## src/include/lsas_pkg.sv

```systemverilog
`default_nettype none
package lsas_pkg;
    localparam int RESULT_W = 10;
    localparam int CHAN_N = 8;
    localparam int CHAN_W = 3;
    localparam int CLK_MHZ = 25;
    localparam int CONV_TIME_US = 10;
    localparam int CONV_CYCLES = (CONV_TIME_US * CLK_MHZ);
    localparam int SETTLE_TIME_US = 20;
    localparam int SETTLE_CYCLES = (SETTLE_TIME_US * CLK_MHZ);
    localparam int DAY_SECONDS = 86400;
    localparam longint DAY_CYCLES = longint'(DAY_SECONDS) * longint'(CLK_MHZ) * 64'hF4240;
    localparam int CNT_W = 12;
    localparam int DAY_W = 42;
    localparam logic BANK_V = 1'b0;
    localparam logic BANK_H = 1'b1;
    localparam logic [CHAN_W-1:0] CH_LAST = 3'h7;
    localparam logic [CHAN_W-1:0] CH_SUPPLY_A = 3'h6;
    localparam logic [CHAN_W-1:0] CH_SUPPLY_B = 3'h7;
endpackage
`default_nettype wire

```

## src/include/lsas_conv_if.sv

```systemverilog
`timescale 1ns/10ps
`default_nettype none
interface lsas_conv_if;
    logic                       start;
    logic [lsas_pkg::CHAN_W-1:0] chan;
    logic                       done;
    logic [lsas_pkg::RESULT_W-1:0] result;
    modport master (output start, output chan, input done, input result);
    modport timer  (input start, input chan, output done, output result);
endinterface
`default_nettype wire

```

## src/hw/lsas_conv_slot.sv

```systemverilog
`timescale 1ns/10ps
`default_nettype none
// Gives each conversion its full time slot, then samples the converter result
module lsas_conv_slot #(
    parameter int SLOT = lsas_pkg::CONV_CYCLES
) (
    input  wire logic                          ref_clk,
    input  wire logic                          rstn,
    input  wire logic [lsas_pkg::RESULT_W-1:0] adcSync,
    lsas_conv_if.timer                         conv
);
    typedef struct packed {
        logic                          busy;
        logic [lsas_pkg::CNT_W-1:0]    count;
        logic                          done;
        logic [lsas_pkg::RESULT_W-1:0] result;
    } lsas_slot_t;

    lsas_slot_t st;
    lsas_slot_t next_st;

    // Slot timer; the result is only taken after the whole bound elapsed
    always_comb begin
        next_st = st;
        next_st.done = 1'b0;
        if (!st.busy && conv.start) begin
            next_st.busy = 1'b1;
            next_st.count = lsas_pkg::CNT_W'(SLOT - 1);
        end else if (st.busy) begin
            if (st.count == '0) begin
                next_st.busy = 1'b0;
                next_st.done = 1'b1;
                next_st.result = adcSync;
            end else begin
                next_st.count = st.count - 1'b1;
            end
        end
    end

    always_ff @(posedge ref_clk or negedge rstn) begin
        if (!rstn) begin
            st <= '0;
        end else begin
            st <= next_st;
        end
    end

    assign conv.done = st.done;
    assign conv.result = st.result;
endmodule
`default_nettype wire

```

## src/hw/lsas_scan_seq.sv

```systemverilog
`timescale 1ns/10ps
`default_nettype none
module lsas_scan_seq #(
    parameter longint DAY_CYCLES    = lsas_pkg::DAY_CYCLES,
    parameter int     SETTLE_CYCLES = lsas_pkg::SETTLE_CYCLES,
    parameter int     CONV_CYCLES   = lsas_pkg::CONV_CYCLES
) (
    input  wire logic                          ref_clk,
    input  wire logic                          rstn,
    input  wire logic                          scanReq,
    input  wire logic [lsas_pkg::RESULT_W-1:0] adcResult,
    output logic                               bankSelect,
    output logic [lsas_pkg::CHAN_W-1:0]        adcChannel,
    output logic                               scanBusy,
    output logic                               scanReady,
    output logic                               dailyDone,
    output logic [6*lsas_pkg::RESULT_W-1:0]    laserV,
    output logic [6*lsas_pkg::RESULT_W-1:0]    laserH,
    output logic [lsas_pkg::RESULT_W-1:0]      supplyNeg15,
    output logic [lsas_pkg::RESULT_W-1:0]      supply12,
    output logic [lsas_pkg::RESULT_W-1:0]      supplySwitch5,
    output logic [lsas_pkg::RESULT_W-1:0]      supplyCpu5
);
    localparam int RW = lsas_pkg::RESULT_W;

    typedef enum {
        LSAS_IDLE,
        LSAS_SETTLE,
        LSAS_START,
        LSAS_WAIT
    } lsas_state_t;

    typedef struct packed {
        lsas_state_t                       fsm;
        logic [lsas_pkg::RESULT_W-1:0]     adcMeta;
        logic [lsas_pkg::RESULT_W-1:0]     adcSync;
        logic                              bank;
        logic [lsas_pkg::CHAN_W-1:0]       chan;
        logic [lsas_pkg::CNT_W-1:0]        settle;
        logic [lsas_pkg::DAY_W-1:0]        day;
        logic                              daily;
        logic                              pendRemote;
        logic                              pendDaily;
        logic                              busy;
        logic                              ready;
        logic                              dailyDone;
        logic                              convStart;
        logic [6*lsas_pkg::RESULT_W-1:0]   laserV;
        logic [6*lsas_pkg::RESULT_W-1:0]   laserH;
        logic [lsas_pkg::RESULT_W-1:0]     neg15;
        logic [lsas_pkg::RESULT_W-1:0]     pos12;
        logic [lsas_pkg::RESULT_W-1:0]     sw5;
        logic [lsas_pkg::RESULT_W-1:0]     cpu5;
    } lsas_seq_t;

    lsas_seq_t st;
    lsas_seq_t next_st;

    lsas_conv_if conv ();

    // Converter slot timing lives in its own small module
    lsas_conv_slot #(
        .SLOT (CONV_CYCLES)
    ) u_slot (
        .ref_clk (ref_clk),
        .rstn    (rstn),
        .adcSync (st.adcSync),
        .conv    (conv.timer)
    );

    assign conv.start = st.convStart;
    assign conv.chan  = st.chan;

    // Sequencer: remote and daily requests are latched so neither is lost mid-scan
    always_comb begin
        next_st = st;
        next_st.adcMeta = adcResult;
        next_st.adcSync = st.adcMeta;
        next_st.convStart = 1'b0;
        next_st.dailyDone = 1'b0;
        if (st.day == '0) begin
            next_st.day = lsas_pkg::DAY_W'(DAY_CYCLES - 1);
            next_st.pendDaily = 1'b1;
        end else begin
            next_st.day = st.day - 1'b1;
        end
        if (scanReq) begin
            next_st.pendRemote = 1'b1;
        end
        case (st.fsm)
            LSAS_IDLE: begin
                if (st.pendRemote || st.pendDaily) begin
                    next_st.daily = !st.pendRemote;
                    next_st.pendRemote = scanReq;
                    next_st.pendDaily = (st.day == '0) ? 1'b1 : 1'b0;
                    next_st.busy = 1'b1;
                    next_st.ready = 1'b0;
                    next_st.bank = lsas_pkg::BANK_V;
                    next_st.chan = '0;
                    next_st.settle = lsas_pkg::CNT_W'(SETTLE_CYCLES - 1);
                    next_st.fsm = LSAS_SETTLE;
                end
            end
            LSAS_SETTLE: begin
                if (st.settle == '0) begin
                    next_st.fsm = LSAS_START;
                end else begin
                    next_st.settle = st.settle - 1'b1;
                end
            end
            LSAS_START: begin
                next_st.convStart = 1'b1;
                next_st.fsm = LSAS_WAIT;
            end
            LSAS_WAIT: begin
                if (conv.done) begin
                    // Route the result by bank and channel
                    if (st.bank == lsas_pkg::BANK_V) begin
                        if (st.chan == lsas_pkg::CH_SUPPLY_A) begin
                            next_st.neg15 = conv.result;
                        end else if (st.chan == lsas_pkg::CH_SUPPLY_B) begin
                            next_st.pos12 = conv.result;
                        end else begin
                            next_st.laserV[st.chan*RW +: RW] = conv.result;
                        end
                    end else begin
                        if (st.chan == lsas_pkg::CH_SUPPLY_A) begin
                            next_st.sw5 = conv.result;
                        end else if (st.chan == lsas_pkg::CH_SUPPLY_B) begin
                            next_st.cpu5 = conv.result;
                        end else begin
                            next_st.laserH[st.chan*RW +: RW] = conv.result;
                        end
                    end
                    if (st.chan != lsas_pkg::CH_LAST) begin
                        next_st.chan = st.chan + 1'b1;
                        next_st.fsm = LSAS_START;
                    end else if (st.bank == lsas_pkg::BANK_V) begin
                        next_st.bank = lsas_pkg::BANK_H;
                        next_st.chan = '0;
                        next_st.settle = lsas_pkg::CNT_W'(SETTLE_CYCLES - 1);
                        next_st.fsm = LSAS_SETTLE;
                    end else begin
                        next_st.busy = 1'b0;
                        next_st.ready = 1'b1;
                        next_st.dailyDone = st.daily;
                        next_st.fsm = LSAS_IDLE;
                    end
                end
            end
            default: begin
                next_st.fsm = LSAS_IDLE;
            end
        endcase
    end

    // Single register for all state; the day counter restarts at reset
    always_ff @(posedge ref_clk or negedge rstn) begin
        if (!rstn) begin
            st <= '0;
            st.fsm <= LSAS_IDLE;
            st.day <= lsas_pkg::DAY_W'(DAY_CYCLES - 1);
        end else begin
            st <= next_st;
        end
    end

    assign bankSelect    = st.bank;
    assign adcChannel    = st.chan;
    assign scanBusy      = st.busy;
    assign scanReady     = st.ready;
    assign dailyDone     = st.dailyDone;
    assign laserV        = st.laserV;
    assign laserH        = st.laserH;
    assign supplyNeg15   = st.neg15;
    assign supply12      = st.pos12;
    assign supplySwitch5 = st.sw5;
    assign supplyCpu5    = st.cpu5;
endmodule
`default_nettype wire

```

## config.mk

```make
export PLATFORM = sky130hd
export DESIGN_NAME = lsas_scan_seq
export DESIGN_NICKNAME = d
export VERILOG_FILES = /design/src/include/lsas_pkg.sv /design/src/include/lsas_conv_if.sv /design/src/hw/lsas_conv_slot.sv /design/src/hw/lsas_scan_seq.sv
export SDC_FILE = /design/constraint.sdc
export NUM_CORES = 1
export LEC_CHECK = 0
export BUFFER_PORTS_ARGS = -buffer_cell sky130_fd_sc_hd__buf_2
export CAP_MARGIN = 20
export CORE_MARGIN = 2
export CORE_UTILIZATION = 49
export CTS_CLUSTER_DIAMETER = 200
export DETAILED_ROUTE_END_ITERATION = 10
export PLACE_DENSITY = 0.73
export SLEW_MARGIN = 30
export SYNTH_ARGS = -nofsm -noshare
export SYNTH_HDL_FRONTEND = slang
export SYNTH_HIERARCHICAL = 1
export SYNTH_SLANG_ARGS = --single-unit
```

## constraint.sdc

```tcl
create_clock -name ref_clk -period 4.7 [get_ports ref_clk]
set_input_delay 0.235 -clock ref_clk [delete_from_list [all_inputs] [get_ports ref_clk]]
set_output_delay 0.235 -clock ref_clk [all_outputs]
set_load 0.02 [all_outputs]
```

==> impl_metrics.env <==
export IMPL_io_buffers=179
export IMPL_path_max_fanout=17
export IMPL_grt_pass1_vias=9473
export IMPL_crit_path_max_incr_delay_ns=0.80
export IMPL_start_util_pct=49.58
export IMPL_clock_latency_ns=0.54
export IMPL_required_ns=5.12
export IMPL_die_w_um=174.0
export IMPL_finalNetCount=1343
export IMPL_synth_area_top_cells="dfrtp_1 (43%), mux2_2 (13%), buf_4 (9.2%)"
export IMPL_total_power_mw=7.743
export IMPL_cts_setup_buffers=0
export IMPL_synth_seq_area_share_pct=48.15
export IMPL_clockRootBuffer="clkbuf_16"
export IMPL_final_max_slew_violation_count=0
export IMPL_avgSynthCellArea_um2=10.91
export IMPL_wl_per_cell_um=18.98
export IMPL_maxCapViolCount=0
export IMPL_hold_viol_final=0
export IMPL_start_kind="flop"
export IMPL_area_growth_syn_to_layout_pct=7.955
export IMPL_crit_type="reg2reg"
export IMPL_relSlewSlack_pct=31.60
export IMPL_reg2reg_slack_ns=0.37
export IMPL_routed_via_density=5.647
export IMPL_cts_max_path_buffers=3
export IMPL_finalCriticalPeriod_ns=4.325
export IMPL_endpoint="laserH[52]"
export IMPL_post_dp_hpwl_mm=23.83
export IMPL_grt_overflow=0
export IMPL_yosysTopAreaCell="dfrtp_1"
export IMPL_yosysMostFrequentCell="dfrtp_1"
export IMPL_min_path_type="in2async"
export IMPL_status="finished clean"
export IMPL_yosysWarnings=6
export IMPL_first_pass_iters=5
export IMPL_setup_viol=0
export IMPL_worst_slew_pin_slew_ns=1.017
export IMPL_ios=180
export IMPL_syn_inst=1298
export IMPL_clock_sinks=271
export IMPL_totalNegativeSetupSlack_ns=0
export IMPL_die_h_um=174.0
export IMPL_cts_tree="yes"
export IMPL_syn_nets=1328
export IMPL_drc_errors=0
export IMPL_worstReg2RegEnd="laserH[52]"
export IMPL_num_vias=9708
export IMPL_synth_edf_count=0
export IMPL_synth_area_um2=14150
export IMPL_ys_flop_type="dfrtp_1"
export IMPL_reg2reg_from="adcChannel[1]"
export IMPL_period_share_pct=92.03
export IMPL_grt_max_degree=137
export IMPL_ff2ff_path_depth=9
export IMPL_ir_drop_mv=0.3240
export IMPL_track_usage_pct=21.34
export IMPL_antenna_found_initial=0
export IMPL_p_leak_nw=7.280
export IMPL_dieArea_um2=30260
export IMPL_cts_clk_slew_worst_paths_ns=0.06
export IMPL_fmax_mhz=231.2
export IMPL_antennaDiodeCount=0
export IMPL_synthArstFlopShare_pct=100.0
export IMPL_cts_made_buffers=28
export IMPL_drt_total_wl_mm=32.63
export IMPL_ys_top_cells_by_count="dfrtp_1 (244), buf_4 (174), mux2_2 (165), nand2_1 (81), nor2_1 (64)"
export IMPL_ys_types=70
export IMPL_ys_ff_latch=271
export IMPL_drive_above_1_share_pct=35.28
export IMPL_ant_nets=0
export IMPL_place_gp_congestion=0.9190
export IMPL_cp_common_cell="ha_1"
export IMPL_slowest_stage="nor4_1"
export IMPL_endpoint_kind="flop"
export IMPL_arrival_ns=4.74
export IMPL_rows=62
export IMPL_synth_top_area_share_pct=43.14
export IMPL_rsz0062_at_grt="no"
export IMPL_finClkSkew_ns=0.009106
export IMPL_drt_iter0_markers=832
export IMPL_powerDensity_nw_per_um2=506.7
export IMPL_cp_cell_sequence="ha_1 -> buf_4 -> or4_1 -> nor2_1 -> ha_1 -> nand4_1 -> nor4_1 -> nor2b_1 -> mux2_2"
export IMPL_grt_pass1_wl_mm=52.05
export IMPL_critPathLaunch="adcChannel[1]"
export IMPL_core_um2=28550
export IMPL_htree_levels=1
## layer usage
layer,global-route usage (%),vias up,share of wire [%]
li1,-,4473,-
met1,30.38,4861,44
met2,33.55,311,47
met3,4.156,63,6.5
met4,5.742,0,2.4
met5,0,-,0
## area by class of cell
type,count,area [um^2]
multi-input combinational,776,5757
fill,2486,13270
clock buffer,36,812.0
tap,384,480.5
clock inverter,16,148.9
sequential,271,6815
inverter,29,108.9
timing repair buffer,207,1159
## power breakdown
part | internal, mW | switching (mW)
Clock | 1.33 | 0.911
Sequential | 2.47 | 0.242
Combinational | 0.871 | 1.91
## state kept, by name, indices dropped and copies added, names as in the netlist
register	flops
u_slot/conv.done	1
scanReady	1
supplyCpu5	10
laserV	60
dailyDone	1
supply12	10
laserH	60
conv.start	1
next_st	10
scanBusy	1
adcChannel	3
supplyNeg15	10
st	69
u_slot/conv.result	10
u_slot/st	13
supplySwitch5	10
bankSelect	1
## how the worst min path moves through the flow
stage,to
after floorplan,adcChannel[0]
after CTS,supplySwitch5[5]
after global placement,next_st[225]
after global routing,supply12[5]
after detailed placement,next_st[225]
final,supplySwitch5[5]
## worst max-delay path: cells and delay by family, from the launching register on
kind,cells,cell delay [ns]
fa+ha+maj,2,0.73
buf+inv,1,0.20
flops,1,0.67
mux,1,0.37
simple gates,5,2.23
## kinds of logic after synthesis
kind of cell | Yosys count | share of synthesized area, %
AO/OA/AOI/OAI | 155 | 7.151
XOR/XNOR | 38 | 2.351
adder cells (fa/ha/maj) | 17 | 1.503
buffers and inverters | 251 | 11.42
flip-flops | 271 | 48.15
multiplexers | 187 | 15.04
AND/OR/NAND/NOR | 379 | 14.39
## placed cells by master (no fill, tap or decap), drive strengths merged, types with 5 or more instances in the layout
| master | n |
|---|---|
| a211oi | 9 |
| a21o | 9 |
| a21oi | 32 |
| a22oi | 6 |
| and2 | 9 |
| buf | 195 |
| clkbuf | 36 |
| clkinv | 11 |
| dfrtp | 244 |
| dfstp | 27 |
| dlygate4sd3 | 12 |
| ha | 17 |
| inv | 30 |
| mux2 | 165 |
| mux2i | 18 |
| nand2 | 81 |
| nand2b | 6 |
| nand3 | 55 |
| nand4 | 15 |
| nor2 | 64 |
| nor2b | 17 |
| nor3 | 39 |
| nor4 | 27 |
| nor4b | 5 |
| o211ai | 9 |
| o21ai | 41 |
| o22ai | 9 |
| o31ai | 7 |
| o32ai | 5 |
| or2 | 10 |
| or3 | 16 |
| or4 | 12 |
| xnor2 | 26 |
| xor2 | 12 |
## what timing repair did
action / CTS / global route
hold buffers: 12 / 0
endpoints found under the hold margin: 81 / 0
gates resized for setup: 0 / 0
## metrics by stage
step                std cells  hold WS (ns)  instance area, um^2  utilization (%)  setup slack (ns)
floorplan                1298      -0.06059                14150                -             1.420
global placement         1655        0.2259                14190            49.70            0.5533
detailed placement       1655        0.2359                14190            49.72            0.4891
CTS                      1719        0.2623                15270            53.51            0.4556
global route             1719        0.2883                15280            53.53            0.1198
finish                   1719        0.2476                15280            53.53            0.3747
Note: power is estimated with default switching activity, not from simulation.
